**src/core/crr_map.svh**
```systemverilog
`ifndef CRR_MAP_SVH
`define CRR_MAP_SVH

// Register indices; byte address is four times the index
`define CRR_IDX_CHAN12     8'h52
`define CRR_IDX_CHAN13     8'h53
`define CRR_IDX_CTRL       8'h60
`define CRR_IDX_STAT       8'h61

// Result register layout
`define CRR_RESULT_W       16
`define CRR_RES_MSB        15
`define CRR_RES_LSB        2
`define CRR_CODE_W         14
`define CRR_RESULT_RST     16'h0000
`define CRR_CODE_RST       14'h0000

// Full code span covers this input range
`define CRR_FULL_SCALE_MV  5000

// Control register fields and reset value
`define CRR_CTRL_W         3
`define CRR_CTRL_RST       3'h3
`define CRR_CTRL_EN_LSB    0
`define CRR_CTRL_FILT_BIT  2

// Status register fields
`define CRR_STAT_FRESH_LSB 0
`define CRR_STAT_SKIP_LSB  2

// Acquisition channel numbering
`define CRR_CHAN_ID_W      4
`define CRR_CHAN_FIRST     4'hc
`define CRR_NUM_CHAN       2

// Bus geometry
`define CRR_ADR_W          10
`define CRR_DAT_W          32
`define CRR_SEL_W          4

`endif

```
**src/core/crr_pkg.sv**
```systemverilog
`include "crr_map.svh"

package crr_pkg;

  // One result from the acquisition engine
  typedef struct packed {
    logic                      valid;
    logic [`CRR_CHAN_ID_W-1:0] chan;
    logic [`CRR_CODE_W-1:0]    alu;
    logic [`CRR_CODE_W-1:0]    iir;
  } crr_sample_t;

  typedef struct packed {
    logic                  cyc;
    logic                  stb;
    logic                  we;
    logic [`CRR_ADR_W-1:0] adr;
    logic [`CRR_SEL_W-1:0] sel;
    logic [`CRR_DAT_W-1:0] dat;
  } crr_wb_req_t;

  typedef struct packed {
    logic                  ack;
    logic [`CRR_DAT_W-1:0] dat;
  } crr_wb_rsp_t;

endpackage

```
**src/core/crr_chan_store.sv**
```systemverilog
`timescale 1ns/10ps
`include "crr_map.svh"

module crr_chan_store
(
  input  wire logic                         i_clk,
  input  wire logic                         i_resetn,
  input  wire logic                         i_hit,
  input  wire logic                         i_scan_en,
  input  wire logic [`CRR_CODE_W-1:0]       i_alu,
  input  wire logic [`CRR_CODE_W-1:0]       i_iir,
  input  wire logic                         i_filt_sel,
  output logic      [`CRR_RESULT_W-1:0]     o_readback,
  output logic                              o_updated,
  output logic                              o_skipped
);

  logic [`CRR_CODE_W-1:0] alu_q;
  logic [`CRR_CODE_W-1:0] iir_q;
  logic                   skipped_q;

  ////////////////////////////////////////////////////////////////////////////
  // Both results kept so the select can flip without a new scan
  always_ff @(posedge i_clk or negedge i_resetn)
  begin
    if (!i_resetn)
    begin
      alu_q <= `CRR_CODE_RST;
      iir_q <= `CRR_CODE_RST;
    end
    else if (i_hit && i_scan_en)
    begin
      alu_q <= i_alu;
      iir_q <= i_iir;
    end
  end

  // Disabled channel keeps old data, only the skip mark moves
  always_ff @(posedge i_clk or negedge i_resetn)
  begin
    if (!i_resetn)
      skipped_q <= 1'b0;
    else if (i_hit)
      skipped_q <= !i_scan_en;
  end

  ////////////////////////////////////////////////////////////////////////////
  // Select applies to stale data as well
  always_comb
  begin
    o_readback = {(i_filt_sel ? iir_q : alu_q), 2'b00};
  end

  assign o_updated = i_hit && i_scan_en;
  assign o_skipped = skipped_q;

endmodule

```
**src/core/crr_top.sv**
```systemverilog
// The Wishbone register port was decided locally.
`timescale 1ns/10ps
`include "crr_map.svh"

// Functional notes
// - 14-bit result sits in bits 15:2, MSB in bit 15.
// - Full 14-bit code span represents a five volt input range.
// - Skipped channel (scan disabled) keeps its stored result unchanged.
// - Filter readback select picks ALU or IIR result, even when skipped.
// - Result registers current only for scanned channels, read-only, reset to zero.
module crr_top
(
  input  wire logic                 i_clk,
  input  wire logic                 i_resetn,
  input  wire crr_pkg::crr_wb_req_t i_wb,
  output crr_pkg::crr_wb_rsp_t      o_wb,
  input  wire crr_pkg::crr_sample_t i_sample
);

  import crr_pkg::*;

  localparam int NCH    = `CRR_NUM_CHAN;
  localparam int IDX_W  = `CRR_ADR_W - 2;
  localparam int CHID_W = `CRR_CHAN_ID_W;

  // Reset value is split into its fields below
  localparam logic [`CRR_CTRL_W-1:0] CTRL_RST = `CRR_CTRL_RST;

  ////////////////////////////////////////////////////////////////////////////
  // Helpers

  function automatic logic idx_hit
  (
    input logic [`CRR_ADR_W-1:0] adr,
    input logic [IDX_W-1:0]      idx
  );
    idx_hit = (adr[`CRR_ADR_W-1:2] == idx);
  endfunction

  function automatic logic [`CRR_DAT_W-1:0] widen16
  (
    input logic [`CRR_RESULT_W-1:0] v
  );
    widen16 = {{(`CRR_DAT_W-`CRR_RESULT_W){1'b0}}, v};
  endfunction

  function automatic logic [`CRR_DAT_W-1:0] widen_ctrl
  (
    input logic [`CRR_CTRL_W-1:0] v
  );
    widen_ctrl = {{(`CRR_DAT_W-`CRR_CTRL_W){1'b0}}, v};
  endfunction

  function automatic logic [`CRR_DAT_W-1:0] stat_word
  (
    input logic [NCH-1:0] fresh,
    input logic [NCH-1:0] skip
  );
    logic [`CRR_DAT_W-1:0] w;
    w                             = '0;
    w[`CRR_STAT_FRESH_LSB +: NCH] = fresh;
    w[`CRR_STAT_SKIP_LSB +: NCH]  = skip;
    stat_word                     = w;
  endfunction

  ////////////////////////////////////////////////////////////////////////////
  // Declarations

  logic                     ack_q;
  logic [`CRR_DAT_W-1:0]    dat_q;
  logic [NCH-1:0]           scan_en_q;
  logic                     filt_sel_q;
  logic [`CRR_CTRL_W-1:0]   ctrl_word;
  logic [NCH-1:0]           fresh_q;
  logic [NCH-1:0]           fresh_d;
  logic [NCH-1:0]           updated;
  logic [NCH-1:0]           skipped;
  logic [NCH-1:0]           sel_res;
  logic [NCH-1:0]           res_rd;
  logic [`CRR_RESULT_W-1:0] readback [NCH];
  logic                     sel_ctrl;
  logic                     sel_stat;
  logic                     access;
  logic                     rd_take;
  logic                     wr_ctrl;
  logic [`CRR_DAT_W-1:0]    rd_d;

  ////////////////////////////////////////////////////////////////////////////
  // Bus decode
  // One access per request; ack high in between blocks a double take

  assign access   = i_wb.cyc && i_wb.stb && !ack_q;
  assign rd_take  = access && !i_wb.we;
  assign sel_ctrl = idx_hit(i_wb.adr, `CRR_IDX_CTRL);
  assign sel_stat = idx_hit(i_wb.adr, `CRR_IDX_STAT);
  assign wr_ctrl  = access && i_wb.we && i_wb.sel[0] && sel_ctrl;

  ////////////////////////////////////////////////////////////////////////////
  // Per-channel result stores

  for (genvar c = 0; c < NCH; c++)
  begin : g_chan
    logic             hit;
    logic [IDX_W-1:0] res_idx;

    assign res_idx    = `CRR_IDX_CHAN12 + IDX_W'(c);
    assign hit        = i_sample.valid
                     && (i_sample.chan == `CRR_CHAN_FIRST + CHID_W'(c));
    assign sel_res[c] = idx_hit(i_wb.adr, res_idx);
    assign res_rd[c]  = rd_take && sel_res[c];

    crr_chan_store u_store
    (
      .i_clk      (i_clk),
      .i_resetn   (i_resetn),
      .i_hit      (hit),
      .i_scan_en  (scan_en_q[c]),
      .i_alu      (i_sample.alu),
      .i_iir      (i_sample.iir),
      .i_filt_sel (filt_sel_q),
      .o_readback (readback[c]),
      .o_updated  (updated[c]),
      .o_skipped  (skipped[c])
    );
  end

  ////////////////////////////////////////////////////////////////////////////
  // Scan enables

  always_ff @(posedge i_clk or negedge i_resetn)
  begin
    if (!i_resetn)
      scan_en_q <= CTRL_RST[`CRR_CTRL_EN_LSB +: NCH];
    else if (wr_ctrl)
      scan_en_q <= i_wb.dat[`CRR_CTRL_EN_LSB +: NCH];
  end

  ////////////////////////////////////////////////////////////////////////////
  // Filter readback select; flips the view of stored data at once

  always_ff @(posedge i_clk or negedge i_resetn)
  begin
    if (!i_resetn)
      filt_sel_q <= CTRL_RST[`CRR_CTRL_FILT_BIT];
    else if (wr_ctrl)
      filt_sel_q <= i_wb.dat[`CRR_CTRL_FILT_BIT];
  end

  ////////////////////////////////////////////////////////////////////////////
  // Control readback

  always_comb
  begin
    ctrl_word                          = '0;
    ctrl_word[`CRR_CTRL_EN_LSB +: NCH] = scan_en_q;
    ctrl_word[`CRR_CTRL_FILT_BIT]      = filt_sel_q;
  end

  ////////////////////////////////////////////////////////////////////////////
  // Fresh flags: set by a stored update, cleared by reading the result.
  // Set wins so an update landing on the read is never lost.

  always_comb
  begin
    fresh_d = (fresh_q & ~res_rd) | updated;
  end

  always_ff @(posedge i_clk or negedge i_resetn)
  begin
    if (!i_resetn)
      fresh_q <= '0;
    else
      fresh_q <= fresh_d;
  end

  ////////////////////////////////////////////////////////////////////////////
  // Read mux; writes to result registers fall through untouched

  always_comb
  begin
    rd_d = '0;
    for (int c = 0; c < NCH; c++)
    begin
      if (sel_res[c])
        rd_d = widen16(readback[c]);
    end
    if (sel_ctrl)
      rd_d = widen_ctrl(ctrl_word);
    if (sel_stat)
      rd_d = stat_word(fresh_q, skipped);
  end

  ////////////////////////////////////////////////////////////////////////////
  // Wishbone answer: one wait state, ack for exactly one cycle.
  // Unmapped addresses are acked with zero data, never stall the bus.

  always_ff @(posedge i_clk or negedge i_resetn)
  begin
    if (!i_resetn)
      ack_q <= 1'b0;
    else
      ack_q <= access;
  end

  // Writes answer with zero so an old read word never reappears
  always_ff @(posedge i_clk or negedge i_resetn)
  begin
    if (!i_resetn)
      dat_q <= '0;
    else if (rd_take)
      dat_q <= rd_d;
    else if (access)
      dat_q <= '0;
  end

  ////////////////////////////////////////////////////////////////////////////
  // Outputs, straight from the answer flops

  assign o_wb.ack = ack_q;
  assign o_wb.dat = dat_q;

endmodule

```
**config.mk**
```make
export PLATFORM = sky130hd
export DESIGN_NAME = crr_top
export DESIGN_NICKNAME = d
export VERILOG_FILES = /design/src/core/crr_pkg.sv /design/src/core/crr_chan_store.sv /design/src/core/crr_top.sv
export VERILOG_INCLUDE_DIRS = /design/src /design/src/core
export SDC_FILE = /design/constraint.sdc
export NUM_CORES = 1
export LEC_CHECK = 0
export BUFFER_PORTS_ARGS = -buffer_cell sky130_fd_sc_hd__buf_2
export CAP_MARGIN = 15
export CORE_MARGIN = 4
export CORE_UTILIZATION = 28
export CTS_CLUSTER_DIAMETER = 120
export DETAILED_ROUTE_END_ITERATION = 6
export HOLD_SLACK_MARGIN = 0.15
export PLACE_DENSITY_LB_ADDON = 0.12
export SLEW_MARGIN = 25
export SYNTH_ARGS = -nofsm -noshare
export SYNTH_HDL_FRONTEND = slang
export SYNTH_SLANG_ARGS = --single-unit
```
**constraint.sdc**
```tcl
create_clock -name i_clk -period 1.9 [get_ports i_clk]
set_clock_uncertainty 0.2 [all_clocks]
set_input_delay 0.38 -clock i_clk [delete_from_list [all_inputs] [get_ports i_clk]]
set_output_delay 0.38 -clock i_clk [all_outputs]
set_load 0.02 [all_outputs]
```
# Word-level counts from Yosys, hierarchy flattened
# Cells that the tools add are included.
dict set report word_totals {
  reg_bits 96
  inputBits 84
  wordCells 45
}
dict set report classes {
  eq_ne 6
  n_mux 8
  n_bitwise 3
  reduce_logical 17
}
# cell count
set op_table {}
lappend op_table {{32-bit 2-to-1 mux} 5}
lappend op_table {{8-bit by 7-bit equality test with 1-bit output (second input constant)} 4}
lappend op_table {{14-bit 2-to-1 mux} 2}
lappend op_table {{16-bit 2-to-1 mux} 1}
lappend op_table {{1-bit logical AND} 12}
lappend op_table {{4-bit equality test (second input constant)} 2}
lappend op_table {{1-bit logical NOT} 4}
lappend op_table {{2-bit bitwise AND} 1}
lappend op_table {{2-bit NOT} 1}
lappend op_table {{2-bit OR} 1}
lappend op_table {{2-bit nonzero test} 1}

# Longest topological paths before layout
# Gate-level depths: netlist of the first run.
dict set report depth {
  word_depth 7
  depth_mapped 5
}

# By module
# A second synthesis of the first run with hierarchy kept.
dict set report unflattened {
  cells_unflattened 285
  hier_area_um2 3867.5
}
# mod n_inst cells_each area_per_inst_um2 seq_area_each_um2
set modules_own_cells {}
lappend modules_own_cells {crr_chan_store 2 82 1305.0 725.7}
lappend modules_own_cells {crr_top 1 121 1257.5 553.0}

# Worst setup path before layout of the first run
# No wires, ideal clock.
dict set report synth_timing {
  path_kind {input to register}
  startpoint {input port i_wb[45] in the netlist's numbering}
  endpoint {register dat_q[10]}
  setup_time_ps 74
  arrival_ps 1813
  slack_ps -187
  stages 5
  path_buffers 2
  cell_sequence {or4b_4 -> or4_1 -> buf_2 -> buf_6 -> o21ai_2}
}
dict set report synth_between {
  elab_chain_cells 6
}
# item line
set synth_rtl {}
lappend synth_rtl {{start, declared} crr_top.sv:15} ;# input wire crr_pkg::crr_wb_req_t i_wb,
lappend synth_rtl {{8-bit by 7-bit equality test with 1-bit output} crr_top.sv:37} ;# idx_hit = (adr[`CRR_ADR_W-1:2] == idx);
lappend synth_rtl {{16-bit 2-to-1 mux} crr_top.sv:184} ;# if (sel_res[c])
lappend synth_rtl {{32-bit 2-to-1 mux} crr_top.sv:184}
lappend synth_rtl {{32-bit 2-to-1 mux} crr_top.sv:187} ;# if (sel_ctrl)
lappend synth_rtl {{32-bit 2-to-1 mux *} crr_top.sv:189} ;# if (sel_stat)
lappend synth_rtl {{32-bit 2-to-1 mux *} crr_top.sv:210} ;# else if (rd_take)
lappend synth_rtl {{end signal, assigned} crr_top.sv:211} ;# dat_q <= rd_d;
lappend synth_rtl {{end, declared} crr_top.sv:70} ;# logic [`CRR_DAT_W-1:0] dat_q;
# Every way passes the cells marked *; elsewhere a longest branch is shown, timed or not.
# A chain may end at the register's enable or synchronous reset.

# Final worst setup path of the first run
dict set report layout_timing {
  startpoint {register ack_q}
  endpoint {register filt_sel_q}
}
dict set report layout_between {
  elab_chain_cells 5
}
# item line
set layout_rtl {}
lappend layout_rtl {{start, declared} crr_top.sv:69} ;# logic ack_q;
lappend layout_rtl {{start signal, assigned} crr_top.sv:202} ;# ack_q <= access;
lappend layout_rtl {{1-bit logical NOT} crr_top.sv:92} ;# assign access = i_wb.cyc && i_wb.stb && !ack_q;
lappend layout_rtl {{1-bit logical AND} crr_top.sv:92}
lappend layout_rtl {{1-bit logical AND (3 in series)} crr_top.sv:96} ;# assign wr_ctrl = access && i_wb.we && i_wb.sel[0] && sel_ctrl;
lappend layout_rtl {{end signal, assigned} crr_top.sv:144} ;# filt_sel_q <= CTRL_RST[`CRR_CTRL_FILT_BIT];
lappend layout_rtl {{end signal, assigned} crr_top.sv:146} ;# filt_sel_q <= i_wb.dat[`CRR_CTRL_FILT_BIT];
lappend layout_rtl {{end, declared} crr_top.sv:72} ;# logic filt_sel_q;
# No other way between the ends.

==> results of run 1 <==
kinds of logic after synthesis:
family          after synthesis
other cells                   1
mux                          76
buf+inv                      46
simple gates                 39
flops                        80
compound gates               18
state kept, by name, summed over array words and instances (netlist names):
signal and flops:
scan_en_q 2, ack_q 1, filt_sel_q 1, g_chan.u_store.o_skipped 2, g_chan.u_store.iir_q 28, fresh_q 2
g_chan.u_store.alu_q 28, dat_q 16
power by group through the flow:
stage | logic, mW | clock network (mW) | registers [mW]
floorplan | 0.0986 | 0 | 1.75
global placement | 0.197 | 0 | 1.76
detailed placement | 0.199 | 0 | 1.76
CTS | 0.250 | 1.63 | 1.73
global route | 0.271 | 1.70 | 1.73
finish | 0.243 | 1.57 | 1.73
area by class of cell:
class / instances / share of cell area (%)
multi-input combinational: 149 / 29.2
inverter: 16 / 1.25
sequential: 80 / 41.7
tap: 172 / 4.48
clock buffer: 12 / 5.13
clock inverter: 4 / 0.417
timing repair buffer: 115 / 17.8
Yosys cell counts:
| library cell | n | area share, % |
|---|---|---|
| conb_1 | 1 | 0.10 |
| mux4_2 | 14 | 8.8 |
| nand3b_2 | 1 | 0.31 |
| mux2_2 | 59 | 18 |
| inv_1 | 16 | 1.7 |
| buf_4 | 17 | 3.5 |
| o21ai_0 | 6 | 0.84 |
| nand3b_1 | 2 | 0.42 |
| dfrtp_1 | 78 | 54 |
| nand2_1 | 21 | 2.2 |
| buf_6 | 1 | 0.31 |
| and2_1 | 2 | 0.35 |
| nor2_1 | 6 | 0.63 |
| mux2i_1 | 3 | 0.84 |
| nand2b_1 | 2 | 0.35 |
| or4_1 | 1 | 0.21 |
| or4b_4 | 1 | 0.38 |
| nor4b_1 | 1 | 0.24 |
| clkbuf_1 | 9 | 0.94 |
| dfstp_2 | 2 | 1.5 |
| nor3_1 | 1 | 0.14 |
| buf_2 | 3 | 0.42 |
| o221ai_1 | 2 | 0.49 |
| o21ai_2 | 10 | 2.4 |
| nor3b_1 | 1 | 0.21 |
repair_timing:
action / in CTS / in global routing
endpoints found under the hold margin: 137 / 0
hold buffers: 32 / 0
pin swaps: 1 / 1
setup endpoints to repair: 3 / 9
final timing paths:
check / from / end / slack, ps / depth (start not counted)
min reg2reg: dat_q[11] / dat_q[11] / 270 / 2
max in group asynchronous: i_resetn / scan_en_q[0] / 680 / 3
max reg2reg: ack_q / filt_sel_q / 100 / 4
min: i_resetn / dat_q[8] / 250 / 2
max: ack_q / filt_sel_q / 100 / 4
min in group i_clk: dat_q[11] / dat_q[11] / 270 / 2
routing by layer:
metal / track usage [%] / up-vias / part of all wire (%) / wire length [µm]
li1: - / 1091 / - / -
met4: 5.25 / 0 / 1.6 / 130
met1: 14.3 / 1166 / 44 / 3530
met3: 2.52 / 9 / 4.7 / 375
met2: 18.8 / 52 / 50 / 4010
met5: 0 / - / 0 / 0
==> results.md, run 1 <==
* Clock root cell: clkbuf_16
* Fin. Hold Viols at 0
* Multiplexer share of the synthesized area at 28.1%
* Setup slack after layout at 101 ps
* Slowest-stage cell, CP: nor4b_1
* Hold WS at 248 ps
* Pre-antenna DRT Iters at 4
* Pin count of the biggest net entering global routing at 50
* Syn avg cell area at 13.8 µm²
* Die Wd at 121 µm
* Max Root-Sink Buffers at 2
* Remaining antenna violation count at 0
* Port-buffer cells at 66
* Clock Sinks at 80
* Area taken by multi-input logic gates at 1400 µm²
* Detailed placement HPWL at 5.59 mm
* DRT iter0 DRCs at 63
* Sw frac at 22.4%
* DR vias/cell at 4.23
* CP Buf/Inv Count at 0
* Finished Layout Cells at 548
* CTS buffer count at 9
* Clock Power Share at 44.4%
* Logic pwr share at 6.9%
* Antenna violations before repair at 0
* Post-synthesis cell type count at 25
* Largest family of logic cells by synthesized area: multiplexers
* Worst-path clk slew at 60 ps
* Commonest non-fill, non-tap cell in the layout: dfrtp_1
* Cts repair resizes at 0
* Synthesis Warnings at 0
* Critical Path AT at 1810 ps
* Latest clock arrival within the worst-skew pair at 330 ps
* Core area at 12600 µm²
* Max-cap violations at 0
* Vias in the first global route at 2352
* Core Util, Final at 38.1%
* RSZ-0062 raised after global routing: no
* DIE AREA at 14700 µm²
* DR WL/cell at 14.7 µm
* Final period util at 94.7%
* Hold Path Class: in2async
* Post-Syn Area at 3600 µm²
* CP Data Required Time at 1920 ps
* Critical path class: reg2reg
* Setup crit start kind: flop
* DP Cell Count at 500
* Mapped Cells at 260
* I/O pin cnt at 117
* CTS tree: yes
* Gpl congestion at 0.668
* All-Layer GR Usage at 11.4%
* Synth Area in Simple Gates at 5.43%
* Crit-path max FO at 3
* DP Worst Slack at -360 ps
* Ratio of cells with drive above 1 in the final layout at 49.2%
* Die height at 121 µm
* Placed cell area at 4220 µm²
* CP top delay family: simple AND/OR/NAND/NOR gates
* Pwr Density at 737 nW/µm²
* # setup viols final at 0
* Status: finished clean
* Vias at 2318
* P_leak at 2.36 nW
* Post-synthesis xor/xnor area fraction at 0%
* Max VDD drop at 0.304 mV
* Worst path max stage delay at 390 ps
* #FFs+latches synth at 80
* Flop pwr share at 48.8%
* First-pass GRT wire length at 12.7 mm
* Critical Path, Cell by Cell: nand3b_2, nor4b_1, nand2_1, mux2_2
* Layout overhead on the synthesized area at 33.6%
* Postcts setup bufs at 0
* Setup TNS at 0 ps
* Final slew viol count at 0
* Fin area at 4810 µm²
* Crit path capture type: flop
* Overall power at 3.54 mW
* Drt total wl at 8.05 mm
* Fill count at 1262
* Sequential share of the synthesized area at 55.7%
* Residual DRC at 0
* Crit path time final at 1800 ps
* Fmax at 556 MHz
* Starting Density at 28.5%
* Most frequent cells in the layout: 78 x dfrtp_1, 65 x buf_2, 59 x mux2_2
* # nets final at 455
* Internal at 2.75 mW
* Post-synthesis adder-cell area fraction at 0%
* Synth Area in Compound Gates at 3.76%
* Grt ovf at 0
* Sequential cell area at 2000 µm²
* # rows at 41
* Ant diodes at 0
* Net Switching at 794 µW
* H-tree Lvls at 3
Note: power is estimated with default switching activity, not from simulation.
==> run 2: changes to the inputs <==
--- a/config.mk
+++ b/config.mk
@@ -9,7 +9,7 @@
 export BUFFER_PORTS_ARGS = -buffer_cell sky130_fd_sc_hd__buf_2
 export CAP_MARGIN = 15
 export CORE_MARGIN = 4
-export CORE_UTILIZATION = 28
+export CORE_UTILIZATION = 50
 export CTS_CLUSTER_DIAMETER = 120
 export DETAILED_ROUTE_END_ITERATION = 6
 export HOLD_SLACK_MARGIN = 0.15
==> constraint.sdc (replaced) <==
create_clock -name i_clk -period 1.96 [get_ports i_clk]
set_clock_uncertainty 0.2 [all_clocks]
set_input_delay 0.392 -clock i_clk [delete_from_list [all_inputs] [get_ports i_clk]]
set_output_delay 0.392 -clock i_clk [all_outputs]
set_load 0.02 [all_outputs]
==> run 2 against run 1 <==
- routed wire length decreased by 11%
- cell count down 14%
- register-to-register slack improved by 50 ps
- design area down 4.1%
- combinational power down 3%
- die area fell by 41%
- clock power decreased by 22%
- critical endpoint is now dat_q[12]
==> results.md, run 2 (synthesized netlist as in run 1, its figures left out) <==
* Most frequent cells in the layout: 78 x dfrtp_1, 65 x buf_2, 59 x mux2_2
* Remaining antenna violation count at 0
* Vias in the first global route at 2425
* Layout overhead on the synthesized area at 28.2%
* Status: finished clean
* Gpl congestion at 0.728
* Latest clock arrival within the worst-skew pair at 340 ps
* Fmax at 520 MHz
* Drt total wl at 7.15 mm
* # rows at 30
* CTS buffer count at 9
* Clock Sinks at 80
* H-tree Lvls at 3
* Fill count at 547
* Critical Path Sink: dat_q[12]
* DR vias/cell at 4.93
* Core Util, Final at 66.8%
* P_leak at 2.29 nW
* Internal at 2.44 mW
* Ant diodes at 0
* Final period util at 98.2%
* Max VDD drop at 0.470 mV
* DR WL/cell at 15.3 µm
* Postcts setup bufs at 0
* DRT iter0 DRCs at 69
* Clock root cell: clkbuf_8
* Net Switching at 701 µW
* Fin. Hold Viols at 0
* R2R depth at 4
* Overall power at 3.14 mW
* All-Layer GR Usage at 18.3%
* Crit path time final at 1920 ps
* Worst-path clk slew at 80 ps
* Flop pwr share at 53.2%
* Ratio of cells with drive above 1 in the final layout at 49.3%
* # setup viols final at 0
* Setup crit start kind: input pin
* Port-buffer cells at 66
* Max Root-Sink Buffers at 2
* DP Cell Count at 421
* FF-to-FF Start: ack_q
* Reg2reg setup slack at 150 ps
* Regs by FF count: g_chan.u_store.alu_q (28), g_chan.u_store.iir_q (28), dat_q (16)
* Logic pwr share at 7.5%
* Hold Path Class: in2reg
* Crit path capture type: flop
* Starting Density at 52.1%
* Pre-antenna DRT Iters at 4
* Clock Power Share at 39.2%
* Vias at 2312
* Sw frac at 22.3%
* # nets final at 452
* RSZ-0062 raised after global routing: no
* Die height at 92.8 µm
* DIE AREA at 8610 µm²
* Residual DRC at 0
* Max-cap violations at 0
* Pin count of the biggest net entering global routing at 38
* Commonest non-fill, non-tap cell in the layout: dfrtp_1
* Critical Path AT at 1990 ps
* I/O pin cnt at 117
* Core area at 6910 µm²
* Finished Layout Cells at 469
* CP Data Required Time at 2030 ps
* Detailed placement HPWL at 4.97 mm
* Critical path class: in2reg
* First-pass GRT wire length at 12.1 mm
* Crit-path max FO at 13
* CP Launch Point: i_wb[40]
* Final slew viol count at 0
* FF-to-FF End: dat_q[12]
* Die Wd at 92.8 µm
* Grt ovf at 0
* Pwr Density at 680 nW/µm²
* CTS tree: yes
* Antenna violations before repair at 0
run 2: cell types whose count changed in the layout (fill, tap and decap cells not counted), sizes merged:
cell / before / now
buf: 83 / 80
bufinv: 0 / 1
clkinv: 4 / 0
clkinvlp: 0 / 3
run 2: layout make-up:
class,count,area [µm²],area share [%]
Clock inverter,4,52.6,1.14
Sequential cell,80,2000,43.5
Multi-Input combinational cell,149,1410,30.6
Tap cell,96,120,2.61
Clock buffer,12,155,3.36
Timing Repair Buffer,112,808,17.5
Inverter,16,60.1,1.30
run 2: per-stage QoR:
stage	worst slack, ps	setup TNS (ps)	instance area, µm²	hold slack, ps
6_report	36.0	0	4610	207
5_1_grt	3.15	0	4610	234
4_1_cts	46.5	0	4600	193
3_5_place_dp	-310	-7460	4080	188
3_3_place_gp	-298	-6960	4080	199
2_1_floorplan	-137	-1900	3670	-104
run 2: critical path, stage by stage:
cell     delay, ps
buf_2          100
or4b_4         530
or4_4          670
buf_4          200
o21ai_2         90
run 2: worst min path at each step:
| stage | startpoint | to | slack, ps | cells past startpoint |
|---|---|---|---|---|
| after floorplan | i_resetn | ack_q | -100 | 0 |
| after global placement | i_resetn | g_chan[1].u_store.iir_q[1] | 200 | 1 |
| after detailed placement | i_resetn | g_chan[1].u_store.iir_q[1] | 190 | 1 |
| after CTS | i_sample[32] | g_chan[1].u_store.o_skipped | 190 | 5 |
| after global routing | i_sample[32] | g_chan[1].u_store.o_skipped | 230 | 5 |
| final | i_sample[32] | g_chan[1].u_store.o_skipped | 210 | 5 |
run 2: routing by layer:
metal  wire length, µm  GRT usage (%)  up-vias
li1                  -              -     1085
met1              3190           24.2     1160
met2              3460           29.9       63
met3               443           3.41        4
met4                62           7.33        0
met5                 0              0        -
run 2: power groups by stage:
stage | clock, mW | combinational [mW] | sequential, mW
floorplan | 0 | 0.0956 | 1.70
global placement | 0 | 0.185 | 1.70
detailed placement | 0 | 0.188 | 1.70
CTS | 1.27 | 0.237 | 1.67
global route | 1.34 | 0.262 | 1.67
finish | 1.23 | 0.235 | 1.67
run 2: repair_timing:
action | CTS | global route
gates resized for setup | 0 | 1
hold endpoints to repair | 92 | 0
setup endpoints to repair | 0 | 1
hold buffers | 32 | 0
==> run 3: changes to the inputs <==
--- a/config.mk
+++ b/config.mk
@@ -9,7 +9,8 @@
 export BUFFER_PORTS_ARGS = -buffer_cell sky130_fd_sc_hd__buf_2
 export CAP_MARGIN = 15
 export CORE_MARGIN = 4
-export CORE_UTILIZATION = 50
+export CORE_UTILIZATION = 52
+export CTS_BUF_LIST = sky130_fd_sc_hd__clkbuf_4
 export CTS_CLUSTER_DIAMETER = 120
 export DETAILED_ROUTE_END_ITERATION = 6
 export HOLD_SLACK_MARGIN = 0.15
==> run 3 against run 2 <==
- register-to-register slack got worse by 60 ps
- sequential power hardly changed
- flip-flop and latch count unchanged
- total power fell by 4.8%
- worst setup slack better by 47 ps
- hold slack worse by 5.5 ps
- via count rose by 0.91%
- design area is 0.79% lower
- routed wire length shrank 1.5%
- clock power shrank 12%
- global-route usage is 0.21 points higher
- fmax increased by 2.5%
==> results.md, run 3 (synthesized netlist as in run 1, its figures left out) <==
* Max-cap violations at 0
* Crit path time final at 1880 ps
* CP Data Required Time at 2100 ps
* Starting Density at 53.2%
* Pwr Density at 653 nW/µm²
* Met3 routed WL at 399 µm
* RSZ-0062 raised after global routing: no
* Vias in the first global route at 2452
* CTS tree: yes
* Wire length on met1 at 3.13 mm
* Most frequent cells in the layout: 78 x dfrtp_1, 65 x buf_2, 59 x mux2_2
* Core area at 6760 µm²
* Max VDD drop at 0.445 mV
* All-Layer GR Usage at 18.5%
* Detailed placement HPWL at 4.95 mm
* Routed met2 length at 3.38 mm
* First-pass GRT wire length at 12.1 mm
* Commonest non-fill, non-tap cell in the layout: dfrtp_1
* Uppermost layer routed: met4
* Die Wd at 91.2 µm
* Status: finished clean
* Critical path class: in2reg
* P_leak at 2.30 nW
* Gpl congestion at 0.696
* Overall power at 2.99 mW
* Clock Sinks at 80
* Ant diodes at 0
* DIE AREA at 8310 µm²
* Crit-path max FO at 11
* Layout overhead on the synthesized area at 27.2%
* H-tree Lvls at 3
* Crit path capture type: flop
* Fin area at 4570 µm²
* DRT iter0 DRCs at 111
* Worst-path clk slew at 120 ps
* Drt total wl at 7.05 mm
* Remaining antenna violation count at 0
* DR WL/cell at 15.4 µm
* Hold depth at 3
* Setup crit start kind: input pin
* Clock root cell: clkbuf_4
* Regs by FF count: g_chan.u_store.alu_q (28), g_chan.u_store.iir_q (28), dat_q (16)
* Final period util at 95.8%
* CTS buffer count at 9
* Fmax at 533 MHz
* Fill count at 503
* # rows at 30
* Critical Path AT at 2020 ps
* Hold Path Class: in2reg
* # setup viols final at 0
* Max Root-Sink Buffers at 2
* DP Worst Slack at -345 ps
* Ratio of cells with drive above 1 in the final layout at 50.1%
* Grt ovf at 0
* Setup slack after layout at 83.3 ps
* Pin count of the biggest net entering global routing at 31
* Antenna violations before repair at 0
* I/O pin cnt at 117
* Core Util, Final at 67.7%
* Final slew viol count at 0
* Placed cell area at 4090 µm²
* Setup TNS at 0 ps
* Port-buffer cells at 66
* Fin. Hold Viols at 0
* Pre-antenna DRT Iters at 4
* Vias at 2333
* # nets final at 458
* R2R depth at 4
* Die height at 91.2 µm
* DR vias/cell at 5.08
* Latest clock arrival within the worst-skew pair at 410 ps
* Residual DRC at 0
-- run 3: final timing paths --
path                            slack, ps            to      start
worst max-delay path                   80     dat_q[13]   i_wb[40]
worst min-delay path                  200      dat_q[8]   i_wb[46]
worst max register to register         90     dat_q[13]      ack_q
worst min register to register        280     dat_q[14]  dat_q[14]
max in group asynchronous             760  scan_en_q[1]   i_resetn
min in group asynchronous             240     dat_q[14]   i_resetn
-- run 3: per-stage QoR --
| step | instances | hold WS (ps) |
|---|---|---|
| 2_1_floorplan | 275 | -104 |
| 3_3_place_gp | 411 | 150 |
| 3_5_place_dp | 411 | 153 |
| 4_1_cts | 459 | 178 |
| 5_1_grt | 459 | 185 |
| 6_report | 459 | 201 |
-- run 3: report_power, final --
group | switching, mW | internal, mW
sequential | 0.00713 | 1.66
clock | 0.553 | 0.525
combinational | 0.123 | 0.114
-- run 3: repair_timing --
item                                    CTS  global route
endpoints found under the setup margin    0             1
hold endpoints to repair                137             0
buffers inserted                          0             0
resized for setup                         0             1
hold buffers                             32             0
-- run 3: layout make-up --
| cell class | count | area, µm² | share of cell area (%) |
|---|---|---|---|
| inverter | 16 | 60.1 | 1.31 |
| tap | 80 | 100 | 2.19 |
| sequential | 80 | 2000 | 43.8 |
| multi-input combinational | 149 | 1410 | 30.8 |
| timing repair buffer | 118 | 841 | 18.4 |
| clock inverter | 6 | 83.8 | 1.83 |
| clock buffer | 10 | 75.1 | 1.64 |
-- run 3: critical path: stages --
cell,delay (ps)
buf_2,100
or4b_4,530
or4_4,670
buf_4,220
o21ai_2,110
-- run 3: routing by layer --
metal	global-route usage, %	vias up
met5	0	-
met4	7.91	0
met3	4.06	14
li1	-	1098
met2	28.8	71
met1	25.2	1150
